<file path="src/logic/lsb_pkg.sv">
// Constants, register map and carrier types of the display screen, blink and frame control
package lsb_pkg;
    localparam int unsigned CLK_HZ = 50_000_000;
    localparam int unsigned DISP_HZ = 2048;
    localparam int unsigned DISP_TICK_CYC = CLK_HZ / DISP_HZ;
    localparam logic [9:0] QUARTER_TICKS = 10'(DISP_HZ / 4);
    localparam logic [7:0] SEG_DIV_FD0_2X = 8'h80;
    localparam logic [7:0] SEG_DIV_FD0_MUX = 8'h40;
    localparam logic [7:0] SEG_DIV_CAP = 8'h06;

    localparam logic [7:0] ADDR_MAIN = 8'h95;
    localparam logic [7:0] ADDR_CLK = 8'h96;
    localparam logic [7:0] ADDR_BIAS = 8'h9C;
    localparam logic [7:0] ADDR_SCREEN = 8'hB1;
    localparam logic [7:0] ADDR_IRQ_STAT = 8'hC0;
    localparam logic [7:0] ADDR_IRQ_CLR = 8'hC1;
    localparam logic [7:0] ADDR_IRQ_EN = 8'hC2;

    localparam int MAIN_EN_BIT = 7;
    localparam int MAIN_BLINK_BIT = 5;
    localparam int MAIN_BIAS_BIT = 2;
    localparam int MAIN_MUX_LSB = 0;
    localparam int CLK_MODE_LSB = 6;
    localparam int CLK_FREQ_LSB = 4;
    localparam int CLK_FD_LSB = 0;
    localparam int BIAS_LVL_LSB = 0;
    localparam int SCR_AUTO_BIT = 7;
    localparam int SCR_INV_BIT = 6;
    localparam int SCR_SEL_LSB = 2;
    localparam int SCR_FLAG_BIT = 1;
    localparam int SCR_REFRESH_BIT = 0;
    localparam int IRQ_UPD_BIT = 0;
    localparam int IRQ_FRAME_BIT = 1;

    localparam logic [7:0] MAIN_RST = 8'h01;
    localparam logic [7:0] CLK_RST = 8'h00;
    localparam logic [7:0] BIAS_RST = 8'h00;
    localparam logic [1:0] IRQ_RST = 2'h0;

    localparam logic [1:0] MUX_2X = 2'h1;
    localparam logic [1:0] MUX_3X = 2'h2;
    localparam logic [1:0] MUX_4X = 2'h3;

    typedef enum logic [1:0] {
        BLK_SW_OFF = 2'h0,
        BLK_SW_ON = 2'h1,
        BLK_2HZ = 2'h2,
        BLK_RATE = 2'h3
    } lsb_blink_mode_t;

    typedef struct packed {
        logic [1:0] comPhase;
        logic frameStart;
        logic frameInvert;
        logic displayOn;
        logic [1:0] screen;
        logic useDataRegs;
    } lsb_drive_t;

    typedef struct packed {
        logic [5:0] level;
        logic biasThird;
        logic [1:0] vbMult;
        logic [1:0] vcMult;
    } lsb_bias_t;
endpackage

</file>
<file path="src/logic/lsb_ctrl.sv">
// Screen select, scroll, blink, frame timing and refresh handshake of the display driver
//
// Added by the designer: the address-and-strobe port.
`timescale 1ns/1ps
module lsb_ctrl
    import lsb_pkg::*;
#(
    parameter int unsigned DISP_TICK = DISP_TICK_CYC
) (
    // Clock and reset
    input wire logic sys_clk,
    input wire logic rst_b,
    // Register port
    input wire logic [7:0] regAddr,
    input wire logic [7:0] regWrData,
    input wire logic regWr,
    input wire logic regRd,
    output logic [7:0] regRdData,
    // Glass timing and contrast
    output lsb_drive_t drive,
    output lsb_bias_t bias,
    // Interrupt
    output logic irq
);
    // Register state
    logic [7:0] displayMainConfig, next_displayMainConfig;
    logic [7:0] blinkFrameClockReg, next_blinkFrameClockReg;
    logic [7:0] biasContrastConfig, next_biasContrastConfig;
    logic autoScrollEnable, next_autoScrollEnable;
    logic frameInvertEnable, next_frameInvertEnable;
    logic [1:0] screenSelect, next_screenSelect;
    logic refresh, next_refresh;
    logic updateFinishedFlag, next_updateFinishedFlag;
    logic [1:0] irqStatus, next_irqStatus;
    logic [1:0] irqEnable, next_irqEnable;
    logic [7:0] next_regRdData;
    logic next_irq;

    // Timing state
    logic [14:0] dispCnt, next_dispCnt;
    logic [8:0] quarterCnt, next_quarterCnt;
    logic [7:0] segCnt, next_segCnt;
    logic [3:0] blinkCnt, next_blinkCnt;
    logic [3:0] scrollCnt, next_scrollCnt;
    logic blinkPhase, next_blinkPhase;
    logic [1:0] scrollScreen, next_scrollScreen;
    lsb_drive_t next_drive;
    lsb_bias_t next_bias;

    // Decoded fields
    logic enable, blinkEnable, biasThird;
    logic [1:0] muxLevel, blinkFreq;
    lsb_blink_mode_t blinkMode;
    logic [3:0] frameCode;
    logic dispTick, quarterTick, segTick, frameStart;
    logic [7:0] segDiv;
    logic [1:0] lastPhase;
    logic [3:0] blinkLast, scrollLast;

    assign enable = displayMainConfig[MAIN_EN_BIT];
    assign blinkEnable = displayMainConfig[MAIN_BLINK_BIT];
    assign biasThird = displayMainConfig[MAIN_BIAS_BIT];
    assign muxLevel = displayMainConfig[MAIN_MUX_LSB +: 2];
    assign blinkMode = lsb_blink_mode_t'(blinkFrameClockReg[CLK_MODE_LSB +: 2]);
    assign blinkFreq = blinkFrameClockReg[CLK_FREQ_LSB +: 2];
    assign frameCode = blinkFrameClockReg[CLK_FD_LSB +: 4];

    // Segment clock divisor in 2048 Hz ticks
    always_comb begin
        if (muxLevel == MUX_3X || muxLevel == MUX_4X) begin
            if (frameCode == 4'h0) begin
                segDiv = SEG_DIV_FD0_MUX;
            end else if (muxLevel == MUX_3X && frameCode <= 4'h2) begin
                segDiv = SEG_DIV_CAP;
            end else begin
                segDiv = 8'(({4'h0, frameCode} + 8'h01) << 1);
            end
        end else if (frameCode == 4'h0) begin
            segDiv = SEG_DIV_FD0_2X;
        end else begin
            segDiv = 8'(({4'h0, frameCode} + 8'h01) << 2);
        end
    end

    // Reserved multiplex code runs as 2x
    always_comb begin
        case (muxLevel)
            MUX_3X: lastPhase = 2'h2;
            MUX_4X: lastPhase = 2'h3;
            default: lastPhase = 2'h1;
        endcase
    end

    // Last quarter count of one blink half period
    always_comb begin
        if (blinkMode == BLK_2HZ) begin
            blinkLast = 4'h0;
        end else begin
            blinkLast = 4'(({2'h0, blinkFreq} << 1) + 4'h1);
        end
    end
    assign scrollLast = 4'(({2'h0, blinkFreq} << 2) + 4'h3);

    assign dispTick = enable && (dispCnt == 15'(DISP_TICK - 1));
    assign quarterTick = dispTick && (quarterCnt == 9'(QUARTER_TICKS - 10'h001));
    // A divisor cut to the count or below ends the running period on the next display tick
    assign segTick = dispTick && (segCnt >= segDiv - 8'h01);
    assign frameStart = segTick && (drive.comPhase >= lastPhase);

    // Register port next values
    always_comb begin
        next_displayMainConfig = displayMainConfig;
        next_blinkFrameClockReg = blinkFrameClockReg;
        next_biasContrastConfig = biasContrastConfig;
        next_autoScrollEnable = autoScrollEnable;
        next_frameInvertEnable = frameInvertEnable;
        next_screenSelect = screenSelect;
        next_refresh = refresh;
        next_updateFinishedFlag = updateFinishedFlag;
        next_irqStatus = irqStatus;
        next_irqEnable = irqEnable;
        next_regRdData = 8'h00;
        if (regWr) begin
            case (regAddr)
                ADDR_MAIN: next_displayMainConfig = regWrData;
                ADDR_CLK: next_blinkFrameClockReg = regWrData;
                ADDR_BIAS: next_biasContrastConfig = regWrData;
                ADDR_SCREEN: begin
                    next_autoScrollEnable = regWrData[SCR_AUTO_BIT];
                    next_frameInvertEnable = regWrData[SCR_INV_BIT];
                    next_screenSelect = regWrData[SCR_SEL_LSB +: 2];
                    next_refresh = regWrData[SCR_REFRESH_BIT];
                    if (regWrData[SCR_REFRESH_BIT]) begin
                        next_updateFinishedFlag = 1'b0;
                    end
                end
                ADDR_IRQ_CLR: next_irqStatus = irqStatus & ~regWrData[1:0];
                ADDR_IRQ_EN: next_irqEnable = regWrData[1:0];
                default: ;
            endcase
        end
        // Hardware events win over a clear in the same cycle
        if (frameStart && !refresh && !drive.useDataRegs) begin
            next_updateFinishedFlag = 1'b1;
            next_irqStatus[IRQ_UPD_BIT] = 1'b1;
        end
        if (frameStart) begin
            next_irqStatus[IRQ_FRAME_BIT] = 1'b1;
        end
        if (regRd) begin
            case (regAddr)
                ADDR_MAIN: next_regRdData = displayMainConfig;
                ADDR_CLK: next_regRdData = blinkFrameClockReg;
                ADDR_BIAS: next_regRdData = biasContrastConfig;
                ADDR_SCREEN: next_regRdData = {autoScrollEnable, frameInvertEnable, 2'h0,
                    screenSelect, updateFinishedFlag, refresh};
                ADDR_IRQ_STAT: next_regRdData = {6'h00, irqStatus};
                ADDR_IRQ_EN: next_regRdData = {6'h00, irqEnable};
                default: next_regRdData = 8'h00;
            endcase
        end
        next_irq = |(next_irqStatus & next_irqEnable);
    end

    always_ff @(posedge sys_clk or negedge rst_b) begin
        if (!rst_b) begin
            displayMainConfig <= MAIN_RST;
            blinkFrameClockReg <= CLK_RST;
            biasContrastConfig <= BIAS_RST;
            autoScrollEnable <= 1'b0;
            frameInvertEnable <= 1'b0;
            screenSelect <= 2'h0;
            refresh <= 1'b0;
            updateFinishedFlag <= 1'b0;
            irqStatus <= IRQ_RST;
            irqEnable <= IRQ_RST;
            regRdData <= 8'h00;
            irq <= 1'b0;
        end else begin
            displayMainConfig <= next_displayMainConfig;
            blinkFrameClockReg <= next_blinkFrameClockReg;
            biasContrastConfig <= next_biasContrastConfig;
            autoScrollEnable <= next_autoScrollEnable;
            frameInvertEnable <= next_frameInvertEnable;
            screenSelect <= next_screenSelect;
            refresh <= next_refresh;
            updateFinishedFlag <= next_updateFinishedFlag;
            irqStatus <= next_irqStatus;
            irqEnable <= next_irqEnable;
            regRdData <= next_regRdData;
            irq <= next_irq;
        end
    end

    // Time base, blink, scroll and frame next values
    always_comb begin
        next_dispCnt = dispTick ? 15'h0000 : dispCnt + 15'h0001;
        next_quarterCnt = quarterCnt;
        next_segCnt = segCnt;
        next_blinkCnt = blinkCnt;
        next_scrollCnt = scrollCnt;
        next_blinkPhase = blinkPhase;
        next_scrollScreen = scrollScreen;
        next_drive = drive;
        next_drive.frameStart = frameStart;
        if (dispTick) begin
            next_quarterCnt = quarterTick ? 9'h000 : quarterCnt + 9'h001;
            next_segCnt = segTick ? 8'h00 : segCnt + 8'h01;
        end
        if (segTick) begin
            next_drive.comPhase = frameStart ? 2'h0 : drive.comPhase + 2'h1;
        end
        if (frameStart) begin
            next_drive.frameInvert = frameInvertEnable && !drive.frameInvert;
            next_drive.useDataRegs = !refresh;
        end
        if (!frameInvertEnable) begin
            next_drive.frameInvert = 1'b0;
        end
        if (refresh) begin
            next_drive.useDataRegs = 1'b0;
        end
        if (autoScrollEnable) begin
            next_blinkCnt = 4'h0;
            next_blinkPhase = 1'b1;
            if (quarterTick) begin
                next_scrollCnt = (scrollCnt >= scrollLast) ? 4'h0 : scrollCnt + 4'h1;
                if (scrollCnt >= scrollLast) begin
                    next_scrollScreen = scrollScreen + 2'h1;
                end
            end
        end else if (blinkEnable && (blinkMode == BLK_2HZ || blinkMode == BLK_RATE)) begin
            next_scrollCnt = 4'h0;
            if (quarterTick) begin
                next_blinkCnt = (blinkCnt >= blinkLast) ? 4'h0 : blinkCnt + 4'h1;
                if (blinkCnt >= blinkLast) begin
                    next_blinkPhase = !blinkPhase;
                end
            end
        end else begin
            next_scrollCnt = 4'h0;
            next_blinkCnt = 4'h0;
            next_blinkPhase = 1'b1;
        end
        next_drive.screen = autoScrollEnable ? next_scrollScreen : screenSelect;
        if (autoScrollEnable || !blinkEnable) begin
            next_drive.displayOn = 1'b1;
        end else begin
            case (blinkMode)
                BLK_SW_OFF: next_drive.displayOn = 1'b0;
                BLK_SW_ON: next_drive.displayOn = 1'b1;
                default: next_drive.displayOn = next_blinkPhase;
            endcase
        end
        // Disabled driver parks every counter so enabling starts a clean frame
        if (!enable) begin
            next_dispCnt = 15'h0000;
            next_quarterCnt = 9'h000;
            next_segCnt = 8'h00;
            next_blinkCnt = 4'h0;
            next_scrollCnt = 4'h0;
            next_blinkPhase = 1'b1;
            next_scrollScreen = 2'h0;
            next_drive = '0;
        end
    end

    always_ff @(posedge sys_clk or negedge rst_b) begin
        if (!rst_b) begin
            dispCnt <= 15'h0000;
            quarterCnt <= 9'h000;
            segCnt <= 8'h00;
            blinkCnt <= 4'h0;
            scrollCnt <= 4'h0;
            blinkPhase <= 1'b1;
            scrollScreen <= 2'h0;
            drive <= '0;
        end else begin
            dispCnt <= next_dispCnt;
            quarterCnt <= next_quarterCnt;
            segCnt <= next_segCnt;
            blinkCnt <= next_blinkCnt;
            scrollCnt <= next_scrollCnt;
            blinkPhase <= next_blinkPhase;
            scrollScreen <= next_scrollScreen;
            drive <= next_drive;
        end
    end

    // Contrast level and bias multipliers
    always_comb begin
        next_bias.level = biasContrastConfig[BIAS_LVL_LSB +: 6];
        next_bias.biasThird = biasThird;
        next_bias.vbMult = biasThird ? 2'h2 : 2'h1;
        next_bias.vcMult = biasThird ? 2'h3 : 2'h2;
    end

    always_ff @(posedge sys_clk or negedge rst_b) begin
        if (!rst_b) begin
            bias <= '0;
        end else begin
            bias <= next_bias;
        end
    end
endmodule

</file>
<file path="config.mk">
export PLATFORM = sky130hd
export DESIGN_NAME = lsb_ctrl
export DESIGN_NICKNAME = d
export VERILOG_FILES = /design/src/logic/lsb_pkg.sv /design/src/logic/lsb_ctrl.sv
export SDC_FILE = /design/constraint.sdc
export NUM_CORES = 1
export LEC_CHECK = 0
export BUFFER_PORTS_ARGS = -buffer_cell sky130_fd_sc_hd__buf_2
export CAP_MARGIN = 30
export CORE_MARGIN = 3
export CORE_UTILIZATION = 40
export CTS_BUF_LIST = sky130_fd_sc_hd__clkbuf_8
export DETAILED_ROUTE_END_ITERATION = 10
export SYNTH_ARGS = -nofsm -noshare
export SYNTH_HDL_FRONTEND = slang
export SYNTH_SLANG_ARGS = --single-unit
</file>
<file path="constraint.sdc">
create_clock -name sys_clk -period 9.25 [get_ports sys_clk]
set_input_delay 1.3875 -clock sys_clk [delete_from_list [all_inputs] [get_ports sys_clk]]
set_output_delay 1.3875 -clock sys_clk [all_outputs]
set_load 0.1 [all_outputs]
</file>
==> impl_metrics.py <==
metrics = {
    "outcome": {
        "outcome": "completed",
    },
    "timing": {
        "hold_viol": 0,
        "final.min_clock_period_ps": 4047,
        "finClkSkew_ps": 13.02,
        "max_slew_margin": 0.2942,
        "grt_setup_unrepaired": "false",
        "min_period_over_period": 0.4376,
        "setup-violations-final": 0,
        "report.final.slew_viol_count": 0,
        "worst_slew_pin_slew_ps": 1050,
        "totalNegativeSetupSlack_ps": 0,
        "max_freq_ghz": 0.2471,
    },
    "synthesis": {
        "avgSynthCellArea_um2": 10.06,
        "xor_and_xnor_fraction_of_the_mapped_netlist_area": 0.02603,
        "synth_fa_ha_area_frac": 0.05810,
        "yosys.cell_types.count": 57,
        "synth_sequential_area_ratio": 0.4792,
        "synth_top_area_frac": 0.4694,
        "yosys_warnings": 0,
        "synth-async-reset-ratio": 1.000,
        "synth_ff_type": "dfrtp_1",
        "post_synth_inst_count": 535,
        "dominant_combinational_cell_family_by_area_after_synthesis": "simple AND/OR/NAND/NOR gates",
        "synth_most_common_cell": "dfrtp_1",
        "post-synth-top-area-cell": "dfrtp_1",
        "synth_mux_area_frac": 0.05996,
        "count_of_flip_flops_with_a_built_in_enable_after_synthesis": 0,
        "synth_seq_cells": 103,
        "yosys.area_share.simple": 0.1882,
        "synth.cell_area_mm2": 0.005384,
        "synth_compound_gate_area_share": 0.1585,
        "ys_top_cells_by_area": "dfrtp_1, ha_1, mux2_2",
        "synth_nets": 580,
        "yosys-top-cells-count": "dfrtp_1, a21oi_1, nand2_1",
    },
    "finish": {
        "reg_top3": "dispCnt: 15 flops, bias: 9 flops, quarterCnt: 9 flops",
        "area_delta_synth_final_pct": 11.48,
        "postLayoutCoreUtil": 0.4661,
        "num_antenna_cells": 0,
        "largest_reg_flops": 15,
        "regMostFlops": "dispCnt",
        "drive_gt1_frac": 0.1690,
        "finalNetCount": 620,
    },
    "route": {
        "route.final.wire_length_mm": 12.40,
        "avgViaCountPerCell": 5.689,
        "via_count": 4278,
        "wl_per_instance_um": 16.49,
        "final_antenna_net_count": 0,
        "drc_errors": 0,
        "detail_route.iter0.violations": 350,
        "drt_pre_antenna_iters": 5,
    },
    "cts": {
        "ctsHoldBuffers": 0,
        "clock_sinks": 103,
        "clk_transition_reported_paths_ps": 100,
        "cts_tree": "done",
        "post-cts-setup-buffers": 0,
        "root_buffer": "clkbuf_8",
        "count_of_cells_resized_by_post_cts_repair": 0,
        "cts-buffers-inserted": 9,
        "clk-insertion-delay-late_ps": 380,
        "max-clock-path-buffers": 2,
        "htreeDepth": 3,
    },
    "power": {
        "power.static_leakage_nw": 2.727,
        "power.density_cell_area_mw_per_mm2": 146.0,
        "irDropWorstVdd_v": 0.00009709,
    },
    "worst_setup_path": {
        "crit_path_max_incr_delay_ps": 700,
        "worst_ep_required_time_ps": 9550,
        "critPathLaunchType": "flop",
        "cp.buffers_inverters": 0,
        "worst-setup-path-type": "reg2reg",
        "crit_chain": "nor4b_1, and2_1, o21ai_0, o21ai_0, nand2_1, ha_1, o211ai_1, mux2i_1, a21oi_1, ha_1, and4_1, a211oi_1, o21ai_0, a21oi_1",
        "cpLargestDelayFamily": "compound AO/OA/AOI/OAI gates",
        "crit_path_frequent_cell": "o21ai_0",
        "worstSetupEndpointType": "flop",
        "arrival_ps": 4350,
        "crit_slowest_cell": "a211oi_1",
        "cp_max_fo": 15,
    },
    "global_routing": {
        "grt_start_max_net_pins": 59,
        "initial_antenna_violation_count": 0,
        "wire_length_of_the_first_global_routing_pass_mm": 20.39,
        "grt.overflow.total": 0,
        "first_global_vias": 4171,
        "grtUsageTotal": 0.1707,
    },
    "floorplanning": {
        "die_x_um": 122.0,
        "initial_util": 0.4181,
        "die_footprint_mm2": 0.01489,
        "core_area_mm2": 0.01288,
        "pin_count": 48,
        "num_rows": 41,
        "die-height_um": 122.0,
    },
    "place": {
        "gp_congestion": 0.8685,
        "numPortBuffers": 47,
        "dp_hpwl_mm": 8.761,
    },
    "worst_hold_path": {
        "worst_hold_path_type": "reg2reg",
    },
    "run": {
        "maxCapViolations": 0,
    },
}
==> worst paths after layout <==
path / end / slack [ps] / cells past startpoint / from
setup / recovery: segCnt[7] / 5200 / 14 / displayMainConfig[1]
hold / removal: bias[9] / 410 / 0 / biasContrastConfig[4]
setup reg to reg: segCnt[7] / 5200 / 14 / displayMainConfig[1]
hold reg to reg: bias[9] / 410 / 0 / biasContrastConfig[4]
max in group asynchronous: biasContrastConfig[5] / 7080 / 2 / rst_b
min in group asynchronous: scrollCnt[3] / 1020 / 1 / rst_b
==> power breakdown <==
group	switching, W	total, W	internal, W
sequential	0.00000922	0.000468	0.000459
clock	0.000152	0.000319	0.000167
combinational	0.0000623	0.0000888	0.0000266
total	0.000224	0.000876	0.000653
==> worst register-to-register path: stages (launching register included) <==
cell	delay [ps]
dfrtp_1	610
nor4b_1	450
and2_1	250
o21ai_0	90
o21ai_0	110
nand2_1	80
ha_1	250
o211ai_1	140
mux2i_1	210
a21oi_1	60
ha_1	290
and4_1	210
a211oi_1	700
o21ai_0	350
a21oi_1	200
==> layout by cell type, fill, tap and decap left out, types with 9 or more instances in the layout <==
master	count
a31oi_1	11
buf_2	46
or3_1	14
and3_1	12
nand2b_1	11
ha_1	25
mux2_2	26
inv_1	19
o21ai_0	36
nand3_1	25
dfrtp_1	101
clkbuf_8	11
a22oi_1	10
nor2_1	20
nand2_1	43
a21oi_1	47
xor2_1	12
nand4_1	9
==> cell type report <==
| type | count | area (µm²) |
|---|---|---|
| Clock inverter | 5 | 78.83 |
| Tap cell | 172 | 215.2 |
| Fill cell | 1220 | 6874 |
| Inverter | 19 | 71.32 |
| Multi-Input combinational cell | 393 | 2653 |
| Clock buffer | 11 | 151.4 |
| Timing Repair Buffer | 49 | 252.7 |
| Sequential cell | 103 | 2580 |
==> routing by layer <==
| layer | vias up | wire (µm) | track usage |
|---|---|---|---|
| li1 | 2042 | - | - |
| met1 | 2130 | 5824 | 0.2424 |
| met3 | 7 | 576 | 0.04178 |
| met2 | 99 | 5921 | 0.2655 |
| met5 | - | 0 | 0 |
| met4 | 0 | 81 | 0.03782 |
==> metrics by stage <==
| step | worst slack [ps] | hold slack [ps] | total power, W | area (µm²) | std cells |
|---|---|---|---|---|---|
| after detailed placement | 5243 | 392.0 | 0.0005668 | 5772 | 736 |
| after CTS | 5230 | 413.3 | 0.0008903 | 6002 | 752 |
| after global routing | 4810 | 421.4 | 0.0009186 | 6002 | 752 |
| final | 5203 | 406.7 | 0.0008764 | 6002 | 752 |
| after global placement | 5450 | 391.2 | 0.0005639 | 5764 | 735 |
| after floorplan | 5682 | 368.9 | 0.0005354 | 5384 | 535 |
==> kinds of logic (layout without fill, tap and decap cells) <==
logic type               Yosys count  in the layout
AND/OR/NAND/NOR                  182            182
AO/OA/AOI/OAI                    140            140
flip-flops                       103            103
buffers and inverters             39             84
multiplexers                      29             29
adder cells (fa/ha/maj)           25             25
XOR/XNOR                          16             16
other                              1              1
(Power assumes the default switching activity.)
